==> src/logic/mbe_pkg.sv <==
// package: opcodes, instruction carrier and constants of the executor
package mbe_pkg;
   localparam int PC_W = 12;
   localparam int DATA_W = 8;
   localparam int ADDR_W = 8;
   localparam int PM_W = 15;
   localparam int BIT_W = 3;
   localparam int CYC_W = 3;
   localparam int SP_W = 3;
   localparam int STACK_DEPTH = 6;
   localparam int DMEM_DEPTH = 192;
   // one instruction cycle is this many system clocks
   localparam int CLK_PER_ICYC = 4;
   localparam logic [ADDR_W-1:0] PCL_ADDR = 8'h06;
   localparam logic [3:0] LAST_PAGE = 4'hF;
   localparam logic [PC_W-1:0] PC_RST = 12'h000;
   localparam logic [DATA_W-1:0] ACC_RST = 8'h00;
   localparam logic [DATA_W-1:0] BYTE_ONES = 8'hFF;
   localparam logic [DATA_W-1:0] BYTE_ZERO = 8'h00;
   localparam logic [CYC_W-1:0] CYC_ONE = 3'h1;
   localparam logic [CYC_W-1:0] CYC_TWO = 3'h2;
   localparam logic [SP_W-1:0] SP_RST = 3'h0;
   localparam logic [SP_W-1:0] SP_TOP = 3'(STACK_DEPTH - 1);

   typedef enum logic [4:0] {
      OP_NOP, OP_TRANSFER_M_TO_A, OP_TRANSFER_A_TO_M, OP_TRANSFER_X_TO_A,
      OP_BIT_CLEAR, OP_BIT_SET, OP_BYTE_CLEAR, OP_BYTE_SET,
      OP_SKIP_IF_BYTE_ZERO, OP_SKIP_ZERO_WITH_COPY, OP_SKIP_BIT_ZERO,
      OP_SKIP_BIT_ONE, OP_INC_SKIP_ZERO, OP_DEC_SKIP_ZERO,
      OP_INC_SKIP_ZERO_TO_W, OP_DEC_SKIP_ZERO_TO_W,
      OP_UNCONDITIONAL_BRANCH, OP_CALL, OP_SUBROUTINE_EXIT,
      OP_RETURN_LITERAL, OP_INTERRUPT_EXIT,
      OP_TABLE_FETCH_CURRENT_PAGE, OP_TABLE_FETCH_FINAL_PAGE,
      OP_NIBBLE_EXCHANGE, OP_NIBBLE_EXCHANGE_TO_W,
      OP_WATCHDOG_KICK, OP_WATCHDOG_PRECLEAR_A, OP_WATCHDOG_PRECLEAR_B,
      OP_HALT
   } mbe_op_t;

   typedef struct packed {
      mbe_op_t op;
      logic [ADDR_W-1:0] addr;
      logic [BIT_W-1:0] bit_sel;
      logic [DATA_W-1:0] imm;
      logic [PC_W-1:0] target;
   } mbe_instr_t;

   function automatic logic [DATA_W-1:0] mbe_swap(
      input logic [DATA_W-1:0] v);
      return {v[3:0], v[7:4]};
   endfunction

   function automatic logic [DATA_W-1:0] mbe_bit_mask(
      input logic [BIT_W-1:0] i);
      return 8'h01 << i;
   endfunction
endpackage

==> src/logic/mbe_tick_div.sv <==
// divider giving one enable pulse per instruction cycle
`timescale 1ns/1ps
`default_nettype none
module mbe_tick_div
   import mbe_pkg::*;
#(
   parameter int DIV = CLK_PER_ICYC
) (
   // clock and reset
   input wire logic clk,
   input wire logic rst_b,
   // enable out
   output logic tick_reg
);
   localparam int CW = $clog2(DIV);
   localparam logic [CW-1:0] CNT_LAST = CW'(DIV - 1);
   localparam logic [CW-1:0] CNT_RST = '0;

   logic [CW-1:0] cnt_reg;
   wire logic [CW-1:0] cnt_next;
   wire logic wrap;

   assign wrap = (cnt_reg == CNT_LAST);
   assign cnt_next = wrap ? CNT_RST : CW'(cnt_reg + 1'b1);

   always_ff @(posedge clk or negedge rst_b) begin
      if (!rst_b) begin
         cnt_reg <= CNT_RST;
         tick_reg <= 1'b0;
      end else begin
         cnt_reg <= cnt_next;
         tick_reg <= wrap;
      end
   end
endmodule // mbe_tick_div
`default_nettype wire

==> src/logic/mbe_dmem.sv <==
// data memory with registered read port
`timescale 1ns/1ps
`default_nettype none
module mbe_dmem
   import mbe_pkg::*;
#(
   parameter int DEPTH = DMEM_DEPTH,
   parameter int WIDTH = DATA_W
) (
   // clock
   input wire logic clk,
   // write port
   input wire logic we,
   input wire logic [ADDR_W-1:0] waddr,
   input wire logic [WIDTH-1:0] wdata,
   // read port
   input wire logic [ADDR_W-1:0] raddr,
   output logic [WIDTH-1:0] rdata
);
   logic [WIDTH-1:0] mem [DEPTH];
   wire logic rd_in_range;
   wire logic wr_in_range;

   // unimplemented addresses read zero and drop writes
   assign rd_in_range = (32'(raddr) < DEPTH);
   assign wr_in_range = (32'(waddr) < DEPTH);

   always_ff @(posedge clk) begin
      if (we && wr_in_range) begin
         mem[waddr] <= wdata;
      end
      rdata <= rd_in_range ? mem[raddr] : '0;
   end
endmodule // mbe_dmem
`default_nettype wire

==> src/logic/mbe_exec.sv <==
// executor for move, bit, skip, branch, table, swap and watchdog opcodes
//
// Behaviour
// RULE1: moves copy memory to acc, acc to memory, immediate to acc; one cycle.
// RULE2: bit clear/set changes selected bit 0..7 of a byte in one cycle.
// RULE3: writing the pc low byte adds one instruction cycle.
// RULE4: a taken skip adds one instruction cycle; otherwise no change.
// RULE5: skip_if_byte_zero skips when byte is zero, one cycle otherwise.
// RULE6: skip_zero_with_copy also loads the tested byte into acc.
// RULE7: bit skips test a selected bit for zero or for one.
// RULE8: inc/dec skips write memory back; both penalties may apply.
// RULE9: inc/dec skip to acc leave memory alone, skip on zero result.
// RULE10: branch, call, subroutine and interrupt exit take two cycles.
// RULE11: return with literal also loads immediate into acc.
// RULE12: table fetch writes low byte to memory, upper bits to latch; two cycles.
// RULE13: nibble exchange swaps in place or into acc, one cycle.
// RULE14: preclear clears expiry and powerdown flags only if dog is cleared.
// RULE15: preclear without a dog clear leaves both flags unchanged.
// RULE16: halt enters power down in one cycle and updates both flags.
// RULE17: watchdog kick clears the dog and both flags in one cycle.
`timescale 1ns/1ps
`default_nettype none
module mbe_exec
   import mbe_pkg::*;
(
   // clock and reset
   input wire logic clk,
   input wire logic rst_b,
   // instruction in
   input wire logic instr_valid,
   input wire mbe_instr_t instr,
   output logic instr_ack_reg,
   output logic done_reg,
   output logic skip_reg,
   // program memory
   output logic [PC_W-1:0] pm_addr_reg,
   input wire logic [PM_W-1:0] pm_data,
   input wire logic [DATA_W-1:0] tblp,
   // watchdog and power
   input wire logic dog_timeout,
   input wire logic wake_pin,
   output logic dog_clear_reg,
   output logic power_down_reg,
   output logic dog_expiry_flag_reg,
   output logic powerdown_flag_reg,
   // core state
   output logic [DATA_W-1:0] acc_reg,
   output logic [PC_W-1:0] pc_reg,
   output logic [PM_W-DATA_W-1:0] table_high_latch_reg,
   output logic int_exit_reg
);
   // ****************************************
   // sequencer
   // ****************************************
   typedef enum logic [1:0] {ST_IDLE, ST_READ, ST_EXEC, ST_WAIT} mbe_st_t;

   mbe_st_t st_reg;
   mbe_instr_t ir_reg;
   logic [CYC_W-1:0] left_reg;
   logic wake_meta_reg;
   logic wake_sync_reg;
   logic seen_a_reg;
   logic seen_b_reg;
   logic [PC_W-1:0] stack_reg [STACK_DEPTH];
   logic [SP_W-1:0] sp_reg;
   wire logic tick;
   wire logic last;
   wire logic accept;
   wire logic exec;
   wire logic [DATA_W-1:0] ram_rdata;

   mbe_tick_div #(.DIV(CLK_PER_ICYC)) u_div (
      .clk(clk),
      .rst_b(rst_b),
      .tick_reg(tick)
   );

   // instructions start only on an instruction-cycle boundary
   assign last = (st_reg == ST_WAIT) && tick && (left_reg == CYC_ONE);
   assign accept = tick && instr_valid && !power_down_reg &&
                   ((st_reg == ST_IDLE) || last);
   assign exec = (st_reg == ST_EXEC);

   // ****************************************
   // operand and result decode
   // ****************************************
   logic [DATA_W-1:0] res;
   logic mem_wr;
   logic acc_wr;
   logic skip;
   logic [CYC_W-1:0] base;
   wire logic [DATA_W-1:0] rd;
   wire logic [DATA_W-1:0] mask;
   wire logic [DATA_W-1:0] inc;
   wire logic [DATA_W-1:0] dec;
   wire logic pcl_wr;
   wire logic ram_we;
   wire logic [CYC_W-1:0] cycles;

   // the pc low byte is not in ram, reads see the live counter
   assign rd = (ir_reg.addr == PCL_ADDR) ? pc_reg[DATA_W-1:0] : ram_rdata;
   assign mask = mbe_bit_mask(ir_reg.bit_sel);
   assign inc = DATA_W'(rd + 1'b1);
   assign dec = DATA_W'(rd - 1'b1);

   always_comb begin
      res = rd;
      mem_wr = 1'b0;
      acc_wr = 1'b0;
      skip = 1'b0;
      base = CYC_ONE;
      unique case (ir_reg.op)
         OP_TRANSFER_M_TO_A: acc_wr = 1'b1; // see RULE1
         OP_TRANSFER_A_TO_M: begin
            res = acc_reg; // see RULE1
            mem_wr = 1'b1;
         end
         OP_TRANSFER_X_TO_A: begin
            res = ir_reg.imm; // see RULE1
            acc_wr = 1'b1;
         end
         OP_BIT_CLEAR: begin
            res = rd & ~mask; // see RULE2
            mem_wr = 1'b1;
         end
         OP_BIT_SET: begin
            res = rd | mask; // see RULE2
            mem_wr = 1'b1;
         end
         OP_BYTE_CLEAR: begin
            res = BYTE_ZERO;
            mem_wr = 1'b1;
         end
         OP_BYTE_SET: begin
            res = BYTE_ONES;
            mem_wr = 1'b1;
         end
         OP_SKIP_IF_BYTE_ZERO: skip = (rd == BYTE_ZERO); // see RULE5
         OP_SKIP_ZERO_WITH_COPY: begin
            acc_wr = 1'b1; // see RULE6
            skip = (rd == BYTE_ZERO);
         end
         OP_SKIP_BIT_ZERO: skip = ((rd & mask) == BYTE_ZERO); // see RULE7
         OP_SKIP_BIT_ONE: skip = ((rd & mask) != BYTE_ZERO); // see RULE7
         OP_INC_SKIP_ZERO: begin
            res = inc; // see RULE8
            mem_wr = 1'b1;
            skip = (inc == BYTE_ZERO);
         end
         OP_DEC_SKIP_ZERO: begin
            res = dec; // see RULE8
            mem_wr = 1'b1;
            skip = (dec == BYTE_ZERO);
         end
         OP_INC_SKIP_ZERO_TO_W: begin
            res = inc; // see RULE9
            acc_wr = 1'b1;
            skip = (inc == BYTE_ZERO);
         end
         OP_DEC_SKIP_ZERO_TO_W: begin
            res = dec; // see RULE9
            acc_wr = 1'b1;
            skip = (dec == BYTE_ZERO);
         end
         OP_UNCONDITIONAL_BRANCH, OP_CALL, OP_SUBROUTINE_EXIT,
         OP_INTERRUPT_EXIT: base = CYC_TWO; // see RULE10
         OP_RETURN_LITERAL: begin
            base = CYC_TWO; // see RULE10 RULE11
            res = ir_reg.imm;
            acc_wr = 1'b1;
         end
         OP_TABLE_FETCH_CURRENT_PAGE, OP_TABLE_FETCH_FINAL_PAGE: begin
            base = CYC_TWO; // see RULE12
            res = pm_data[DATA_W-1:0];
            mem_wr = 1'b1;
         end
         OP_NIBBLE_EXCHANGE: begin
            res = mbe_swap(rd); // see RULE13
            mem_wr = 1'b1;
         end
         OP_NIBBLE_EXCHANGE_TO_W: begin
            res = mbe_swap(rd); // see RULE13
            acc_wr = 1'b1;
         end
         default: ; // nop, watchdog, halt and unused codes
      endcase
   end

   assign pcl_wr = mem_wr && (ir_reg.addr == PCL_ADDR);
   assign ram_we = exec && mem_wr && !pcl_wr;
   // both penalties stack on the base count
   assign cycles = CYC_W'(base + {2'b00, pcl_wr} + {2'b00, skip}); // see RULE3 RULE4 RULE8

   mbe_dmem #(.DEPTH(DMEM_DEPTH), .WIDTH(DATA_W)) u_dmem (
      .clk(clk),
      .we(ram_we),
      .waddr(ir_reg.addr),
      .wdata(res),
      .raddr(ir_reg.addr),
      .rdata(ram_rdata)
   );

   // ****************************************
   // program counter and stack
   // ****************************************
   wire logic is_call;
   wire logic is_ret;
   wire logic [SP_W-1:0] sp_up;
   wire logic [SP_W-1:0] sp_down;
   wire logic [PC_W-1:0] pc_next;

   assign is_call = (ir_reg.op == OP_CALL);
   assign is_ret = (ir_reg.op == OP_SUBROUTINE_EXIT) ||
                   (ir_reg.op == OP_RETURN_LITERAL) ||
                   (ir_reg.op == OP_INTERRUPT_EXIT);
   // circular stack: a seventh call overwrites the oldest entry
   assign sp_up = (sp_reg == SP_TOP) ? SP_RST : SP_W'(sp_reg + 1'b1);
   assign sp_down = (sp_reg == SP_RST) ? SP_TOP : SP_W'(sp_reg - 1'b1);
   assign pc_next =
      pcl_wr ? {pc_reg[PC_W-1:DATA_W], res} : // see RULE3
      (is_call || ir_reg.op == OP_UNCONDITIONAL_BRANCH) ? ir_reg.target :
      is_ret ? stack_reg[sp_down] :
      skip ? PC_W'(pc_reg + 2'd2) : PC_W'(pc_reg + 1'b1); // see RULE4

   // ****************************************
   // watchdog and power down
   // ****************************************
   wire logic op_kick;
   wire logic op_pa;
   wire logic op_pb;
   wire logic op_halt;
   wire logic pre_clear_now;
   wire logic dog_clear_now;

   assign op_kick = exec && (ir_reg.op == OP_WATCHDOG_KICK);
   assign op_pa = exec && (ir_reg.op == OP_WATCHDOG_PRECLEAR_A);
   assign op_pb = exec && (ir_reg.op == OP_WATCHDOG_PRECLEAR_B);
   assign op_halt = exec && (ir_reg.op == OP_HALT);
   // a preclear clears the dog only once both halves have run; kick and halt clear it at once
   assign pre_clear_now = (op_pa && seen_b_reg) || (op_pb && seen_a_reg);
   assign dog_clear_now = op_kick || op_halt || pre_clear_now;

   // ****************************************
   // registers
   // ****************************************
   always_ff @(posedge clk or negedge rst_b) begin
      if (!rst_b) begin
         st_reg <= ST_IDLE;
         ir_reg <= '0;
         left_reg <= CYC_ONE;
         instr_ack_reg <= 1'b0;
         done_reg <= 1'b0;
         skip_reg <= 1'b0;
         pm_addr_reg <= PC_RST;
      end else begin
         instr_ack_reg <= accept;
         done_reg <= last;
         skip_reg <= exec && skip;
         if (accept) begin
            st_reg <= ST_READ;
            ir_reg <= instr;
            pm_addr_reg <= (instr.op == OP_TABLE_FETCH_FINAL_PAGE) ?
                           {LAST_PAGE, tblp} :
                           {pc_reg[PC_W-1:DATA_W], tblp}; // see RULE12
         end else if (last) begin
            st_reg <= ST_IDLE;
         end else if (st_reg == ST_READ) begin
            st_reg <= ST_EXEC;
         end else if (exec) begin
            st_reg <= ST_WAIT;
            left_reg <= cycles;
         end else if ((st_reg == ST_WAIT) && tick) begin
            left_reg <= CYC_W'(left_reg - 1'b1);
         end
      end
   end

   always_ff @(posedge clk or negedge rst_b) begin
      if (!rst_b) begin
         acc_reg <= ACC_RST;
         pc_reg <= PC_RST;
         table_high_latch_reg <= '0;
         sp_reg <= SP_RST;
         int_exit_reg <= 1'b0;
      end else begin
         int_exit_reg <= exec && (ir_reg.op == OP_INTERRUPT_EXIT);
         if (exec) begin
            pc_reg <= pc_next;
            if (acc_wr) begin
               acc_reg <= res;
            end
            if (base == CYC_TWO && mem_wr) begin
               table_high_latch_reg <= pm_data[PM_W-1:DATA_W]; // see RULE12
            end
            if (is_call) begin
               sp_reg <= sp_up;
            end else if (is_ret) begin
               sp_reg <= sp_down;
            end
         end
      end
   end

   always_ff @(posedge clk) begin
      if (exec && is_call) begin
         stack_reg[sp_reg] <= PC_W'(pc_reg + 1'b1);
      end
   end

   // expiry from the dog wins over a clear in the same cycle
   always_ff @(posedge clk or negedge rst_b) begin
      if (!rst_b) begin
         wake_meta_reg <= 1'b0;
         wake_sync_reg <= 1'b0;
         seen_a_reg <= 1'b0;
         seen_b_reg <= 1'b0;
         dog_clear_reg <= 1'b0;
         power_down_reg <= 1'b0;
         dog_expiry_flag_reg <= 1'b0;
         powerdown_flag_reg <= 1'b0;
      end else begin
         wake_meta_reg <= wake_pin;
         wake_sync_reg <= wake_meta_reg;
         dog_clear_reg <= dog_clear_now; // see RULE14 RULE17
         seen_a_reg <= !dog_clear_now && (seen_a_reg || op_pa);
         seen_b_reg <= !dog_clear_now && (seen_b_reg || op_pb);
         if (dog_timeout) begin
            dog_expiry_flag_reg <= 1'b1;
         end else if (dog_clear_now) begin
            dog_expiry_flag_reg <= 1'b0; // see RULE14 RULE15 RULE16 RULE17
         end
         if (op_halt) begin
            powerdown_flag_reg <= 1'b1; // see RULE16
         end else if (op_kick || pre_clear_now) begin
            powerdown_flag_reg <= 1'b0; // see RULE14 RULE15 RULE17
         end
         if (op_halt) begin
            power_down_reg <= 1'b1; // see RULE16
         end else if (wake_sync_reg) begin
            power_down_reg <= 1'b0;
         end
      end
   end
endmodule // mbe_exec
`default_nettype wire

==> config.mk <==
export PLATFORM = sky130hd
export DESIGN_NAME = mbe_exec
export DESIGN_NICKNAME = d
export VERILOG_FILES = /design/src/logic/mbe_pkg.sv /design/src/logic/mbe_tick_div.sv /design/src/logic/mbe_dmem.sv /design/src/logic/mbe_exec.sv
export SDC_FILE = /design/constraint.sdc
export NUM_CORES = 2
export LEC_CHECK = 0
export ABC_AREA = 1
export BUFFER_PORTS_ARGS = -buffer_cell sky130_fd_sc_hd__buf_4
export CAP_MARGIN = 20
export CORE_ASPECT_RATIO = 0.75
export CORE_MARGIN = 1
export CORE_UTILIZATION = 25
export DETAILED_ROUTE_END_ITERATION = 7
export PLACE_DENSITY_LB_ADDON = 0.1
export SYNTH_ARGS = -nofsm -noshare
export SYNTH_HDL_FRONTEND = slang
export SYNTH_SLANG_ARGS = --single-unit
==> constraint.sdc <==
create_clock -name clk -period 29.4 [get_ports clk]
set_input_delay 1.47 -clock clk [delete_from_list [all_inputs] [get_ports clk]]
set_output_delay 1.47 -clock clk [all_outputs]
set_load 0.05 [all_outputs]
* After elaboration in Yosys (flattened, before gate mapping)
Memories as Yosys holds them, arrays and structs flattened. A register that Yosys moved wholly into a read port is not among the register bits. Cells that the tools add are included.
Word-level totals: flip-flop bits (word level) 98, RAM bits 1608, input bits 64, memories kept 2
Cells by class: add/subtract/negate cells 10, order comparisons 1, equal/unequal tests 37, shifts and indexed selects 1, multiplexer cells 32, bitwise operators 8, reductions and logical operators 62
Memories:
- u_dmem.mem | words 192, bits a word 8, read ports 1, clocked after Yosys merged registers in 1, write ports 1, line mbe_dmem.sv:20 | logic [WIDTH-1:0] mem [DEPTH];
- stack_reg | words 6, bits a word 12, read ports 1, clocked after Yosys merged registers in 0, write ports 1, line mbe_exec.sv:64 | logic [PC_W-1:0] stack_reg [STACK_DEPTH];
Operators with widths (number):
- one-hot mux 8 bit (10 select lines) | 1
- == test 5 bit (second input constant) | 14
- 2-to-1 mux 12 bit | 4
- == test 5 x 4 -> 1 bit (second input constant) | 8
- logical NOT 8 bit | 4
- logical AND 1 bit | 21
- == test 5 x 3 -> 1 bit (second input constant) | 4
- 2-to-1 mux 3 bit | 6
- AND 8 bit | 2
- 2-to-1 mux 8 bit | 2
- OR reduction 7 bit | 2
- adder 12 x 1 -> 12 bit (second input constant) | 1
- adder 12 x 2 -> 12 bit (second input constant) | 1
- 2-to-1 mux 1 bit | 12
- 2-to-1 mux 2 bit | 6
- OR reduction 2 bit | 6
- == test 5 x 2 -> 1 bit (second input constant) | 2
- logical OR 1 bit | 10
- nonzero test 2 bit | 5
- OR reduction 10 bit | 1
- adder 8 x 1 -> 8 bit (second input constant) | 1
- == test 8 x 3 -> 1 bit (second input constant) | 1
- less-than comparator 8 bit (second input constant) | 1
- NOT 8 bit | 1
- 22 further kinds | 35

* Logic depth before layout (Yosys ltp)
word-level depth 9, mapped depth 26, gate-level depth less buffers 23

* By module
From an unflattened synthesis, not the netlist that was laid out.
Second synthesis, totals: cell total of the unflattened synthesis 6480, area total of the unflattened synthesis 71935.2 µm²
Modules (own cells, without submodules):
- mbe_dmem | instances 1, cells an instance 5396, area an instance 62841.5 µm²
- mbe_exec | instances 1, cells an instance 1079, area an instance 9002.4 µm²
- mbe_tick_div | instances 1, cells an instance 5, area an instance 91.3 µm²

* Worst setup path after synthesis
Ideal clock, no wire load.
path kind reg2reg, start point register ir_reg[34] in the netlist's numbering, end point memory u_dmem.mem[0][5] in the netlist's numbering (data pin), library setup time 1.712 ns, arrival time 8.825 ns, path slack 18.863 ns, cell stages (with the launch flop) 10, path buffers 0, period minus slack after synthesis 10.537 ns, path through dfrtp_1 -> inv_2 -> nor2_1 -> inv_1 -> nor3_1 -> inv_1 -> o21ai_0 -> inv_1 -> nand3_1 -> o21ai_0
On the way: word-level cells in the longest chain between the ends 3
RTL lines:
- from (decl) | line mbe_exec.sv:58 | mbe_instr_t ir_reg;
- from (signal assigned) | line mbe_exec.sv:261 | ir_reg <= instr;
- == test 5 bit (tied with other cells) | line mbe_exec.sv:112 | unique case (ir_reg.op)
- OR reduction 2 bit (no source line)
- one-hot mux 8 bit (10 select lines) (*) | line mbe_exec.sv:112
- via res[5] | line mbe_exec.sv:87 | logic [DATA_W-1:0] res;
- to (decl) | line mbe_dmem.sv:20
The timed path passes the listed nets; every way through them passes the cells marked *.

* Final worst setup path
start point register ir_reg[25] in the netlist's numbering, end point memory u_dmem.mem[49][6] in the netlist's numbering (data pin)
On the way: word-level cells in the longest chain between the ends 4
RTL lines:
- == test 8 x 3 -> 1 bit (*) | line mbe_exec.sv:101 | assign rd = (ir_reg.addr == PCL_ADDR) ? pc_reg[DATA_W-1:0] : ram_rdata;
- 2-to-1 mux 8 bit (*) | line mbe_exec.sv:101
- subtractor 8 x 1 -> 8 bit (tied with other cells) | line mbe_exec.sv:104 | assign dec = DATA_W'(rd - 1'b1);
- one-hot mux 8 bit (10 select lines) (*) | line mbe_exec.sv:112
- via res[6] | line mbe_exec.sv:87
Marked as above.

==> results.cfg <==
[worst_setup_path]
critPathRequiredTime_ns = 29.88
startpoint = ir_reg[25]$_DFFE_PN0P_
rr_worst_depth = 18
path_class = flip-flop to flip-flop
crit_arrival_ns = 6.84
start_kind = flip-flop
r2r-end = u_dmem.mem[49][6]$_DFFE_PP_
rrSetupSlack_ns = 23.04
endpoint = u_dmem.mem[49][6]$_DFFE_PP_
critPathMaxFanout = 75
timing.rr.start = ir_reg[25]$_DFFE_PN0P_
endpoint_kind = flip-flop

[timing]
rsz0062_at_grt = false
final.setup_skew_ns = 0.0651
setup_viol = 0
slew_viol_final = 0
finalCritPeriodShare_pct = 21.6
slew_headroom_pct = 16.4
tns_ns = 0
clock.fmax_ghz = 0.157
period_needed_ns = 6.36
final_hold_viol_count = 0
worst_slew_pin_slew_ns = 1.25
fin_hold_ws_ns = 0.368

[routing]
drtPass1Iterations = 5
ant_nets = 0
post_drt_wl_per_cell_um = 26.9
first_iter_violations = 3566
vias = 40500
drc = 0
routed_wl_um = 227000
via_per_inst = 4.80

[placed_design]
dp.cells = 8109
port_buffers = 110
routabilityCongestion = 0.811
postPlaceCellArea_um2 = 72200
hpwl_um = 138000

[synthesis]
avgSynthCellArea_um2 = 14.5
synth.distinct_cells = 64
ys_top_cells_by_area = edfxtp_1 (72%), a22oi_1 (8.7%), dfrtp_1 (3.6%)
synth-seq-cells = 1714
yosys.area.top_type = edfxtp_1
synthFlopType = edfxtp_1
synth_edf_count = 1608
synth_top_cell_area_share_pct = 72.3
ys_seq_area_share_pct = 76.2
ys_async_sr_fraction_pct = 5.72
yosysWarnings = 0
synthCells = 4608
netlist_area_um2 = 66800

[hold_path]
min_from = wake_meta_reg$_DFF_PN0_
hp-class = flip-flop to flip-flop

[grt]
grt_pass1_vias = 40700
track_usage_pct = 16.6
grt_max_degree = 195
grt-ovfl-total = 0
antenna_found_initial = 13
grt_pass1_wl_um = 323000

[cells_and_area]
seqCellArea_um2 = 50900
final_area_um2 = 77900
largest_reg_flops = 1536
multi_input_area_um2 = 14600
fin_nets = 4836
fin_cells = 8441
fin_util_pct = 29.5
drive_above_1_share_pct = 11.5
fillers = 26600
syn2layout_area_growth_pct = 16.5

[cts]
hold_buffers = 0
numCtsBuffers = 185
htreeDepth = 4
cts.sink_count = 1714
clock_latency_ns = 0.85
clk_pin_slew_worst_paths_ns = 0.06
clk_path_buf_depth = 4
cts_resized = 0
cts_root_buffer = clkbuf_16
post-cts-setup-buffer-count = 0
cts_tree = done

[floorplan]
die_w_um = 599
fp.dieArea_um2 = 269000
fp.dieH_um = 450
core_um2 = 264000
io_pins = 111
num_rows = 163
start_util_pct = 25.3

[power_and_ir_drop]
power_density_nw_per_um2 = 126
irDropWorstVdd_mv = 0.224
p_leak_nw = 25.2

[outcome]
status = complete, no violations

[job]
drv_cap = 0
[cell usage after synthesis, drive strengths merged, types with 2 or more instances]
library cell and n:
nand3 84, nor3 28, nor2 324, buf 55, a2111o 5, a21boi 103
o311ai 7, o41ai 11, o22a 2, o31ai 14, a21o 6, o22ai 5
o32ai 3, clkbuf 223, dfrtp 97, a211oi 3, a2111oi 14, o2111ai 8
nand2 634, a41oi 5, edfxtp 1608, ha 16, a31oi 18, clkinv 5
inv 125, a221oi 4, a22oi 771, mux2 7, o211ai 12, nand4 23
o31a 5, nor4 32, a21oi 197, xor2 13, o21ai 113, or2 9
dfxtp 8
[worst max-delay path, cell delays in order (launching register included)]
cell,delay (ns)
dfrtp_1,0.56
inv_1,0.15
nor2_4,0.09
buf_4,0.51
nand2_2,0.71
nor2_8,0.40
nand2_1,0.08
nand2_1,0.21
ha_1,0.22
nand3_1,0.13
nor2_1,0.18
nand3_1,0.08
nand2_1,0.13
nand2_1,0.06
nand4_1,0.10
o21ai_0,0.27
inv_6,0.46
buf_4,0.82
buf_4,0.71
[metrics by stage]
| stage | setup WS [ns] | total power, mW |
|---|---|---|
| final | 23.04 | 9.81 |
| after global placement | 23.11 | 7.68 |
| after floorplan | 18.86 | 5.90 |
| after detailed placement | 23.03 | 7.69 |
| after CTS | 22.99 | 9.95 |
| after global routing | 22.69 | 10.3 |
[cell families after synthesis]
group,share of synthesized area [%]
fa+ha+maj,0.330
mux,0.118
other cells,0.00561
simple gates,7.08
xor+xnor,0.184
buf+inv,2.36
compound gates,13.7
flops,76.2
[final cells by class]
class,instances,area share (%)
Antenna cell,1,0.00321
Clock buffer,239,6.33
Clock inverter,86,0.837
Inverter,130,0.660
Multi-Input combinational cell,2493,18.7
Sequential cell,1714,65.4
Tap cell,3547,5.70
Timing Repair Buffer,231,2.37
[worst min-delay path by stage]
| stage | to | slack (ns) | depth (start not counted) |
|---|---|---|---|
| final | wake_sync_reg$_DFF_PN0_ | 0.37 | 0 |
| after global routing | wake_sync_reg$_DFF_PN0_ | 0.40 | 0 |
| after CTS | wake_sync_reg$_DFF_PN0_ | 0.38 | 0 |
| after detailed placement | wake_sync_reg$_DFF_PN0_ | 0.34 | 0 |
| after global placement | wake_sync_reg$_DFF_PN0_ | 0.34 | 0 |
| after floorplan | wake_sync_reg$_DFF_PN0_ | 0.33 | 0 |
[cells in the final DEF, fill, tap and decap left out, types with 11 or more instances in the layout]
cell,Yosys,layout
a21oi_1,197,197
nand2_2,12,11
edfxtp_1,1608,1608
o21ai_0,102,100
nand2_1,617,615
o31ai_1,14,14
inv_1,112,108
ha_1,16,16
nor4_1,32,23
a31oi_1,18,18
clkinv_1,4,55
o211ai_1,12,12
a22oi_1,771,771
clkbuf_16,0,187
xor2_1,13,13
buf_4,0,216
clkinv_2,1,21
nand4_1,23,23
nor3_1,28,25
a21boi_0,101,101
clkbuf_1,223,47
nor2_1,311,303
inv_2,12,11
dfrtp_1,97,97
nand3_1,80,80
[per-layer routing]
| layer | global-route usage, % | vias up | routed length (um) |
|---|---|---|---|
| met3 | 2.40 | 251 | 10600 |
| met5 | 0 | - | 0 |
| met2 | 23.6 | 977 | 95500 |
| met4 | 3.15 | 0 | 3930 |
| li1 | - | 18100 | - |
| met1 | 26.3 | 21100 | 117000 |
[power breakdown]
| group | total (mW) | leakage, nW | internal, mW | switching, mW |
|---|---|---|---|---|
| logic | 3.77 | 6.61 | 0.740 | 3.03 |
| clock network | 2.24 | 2.73 | 1.26 | 0.979 |
| registers | 3.79 | 15.9 | 3.71 | 0.0789 |
No activity file was read; power rests on OpenSTA's default activity.
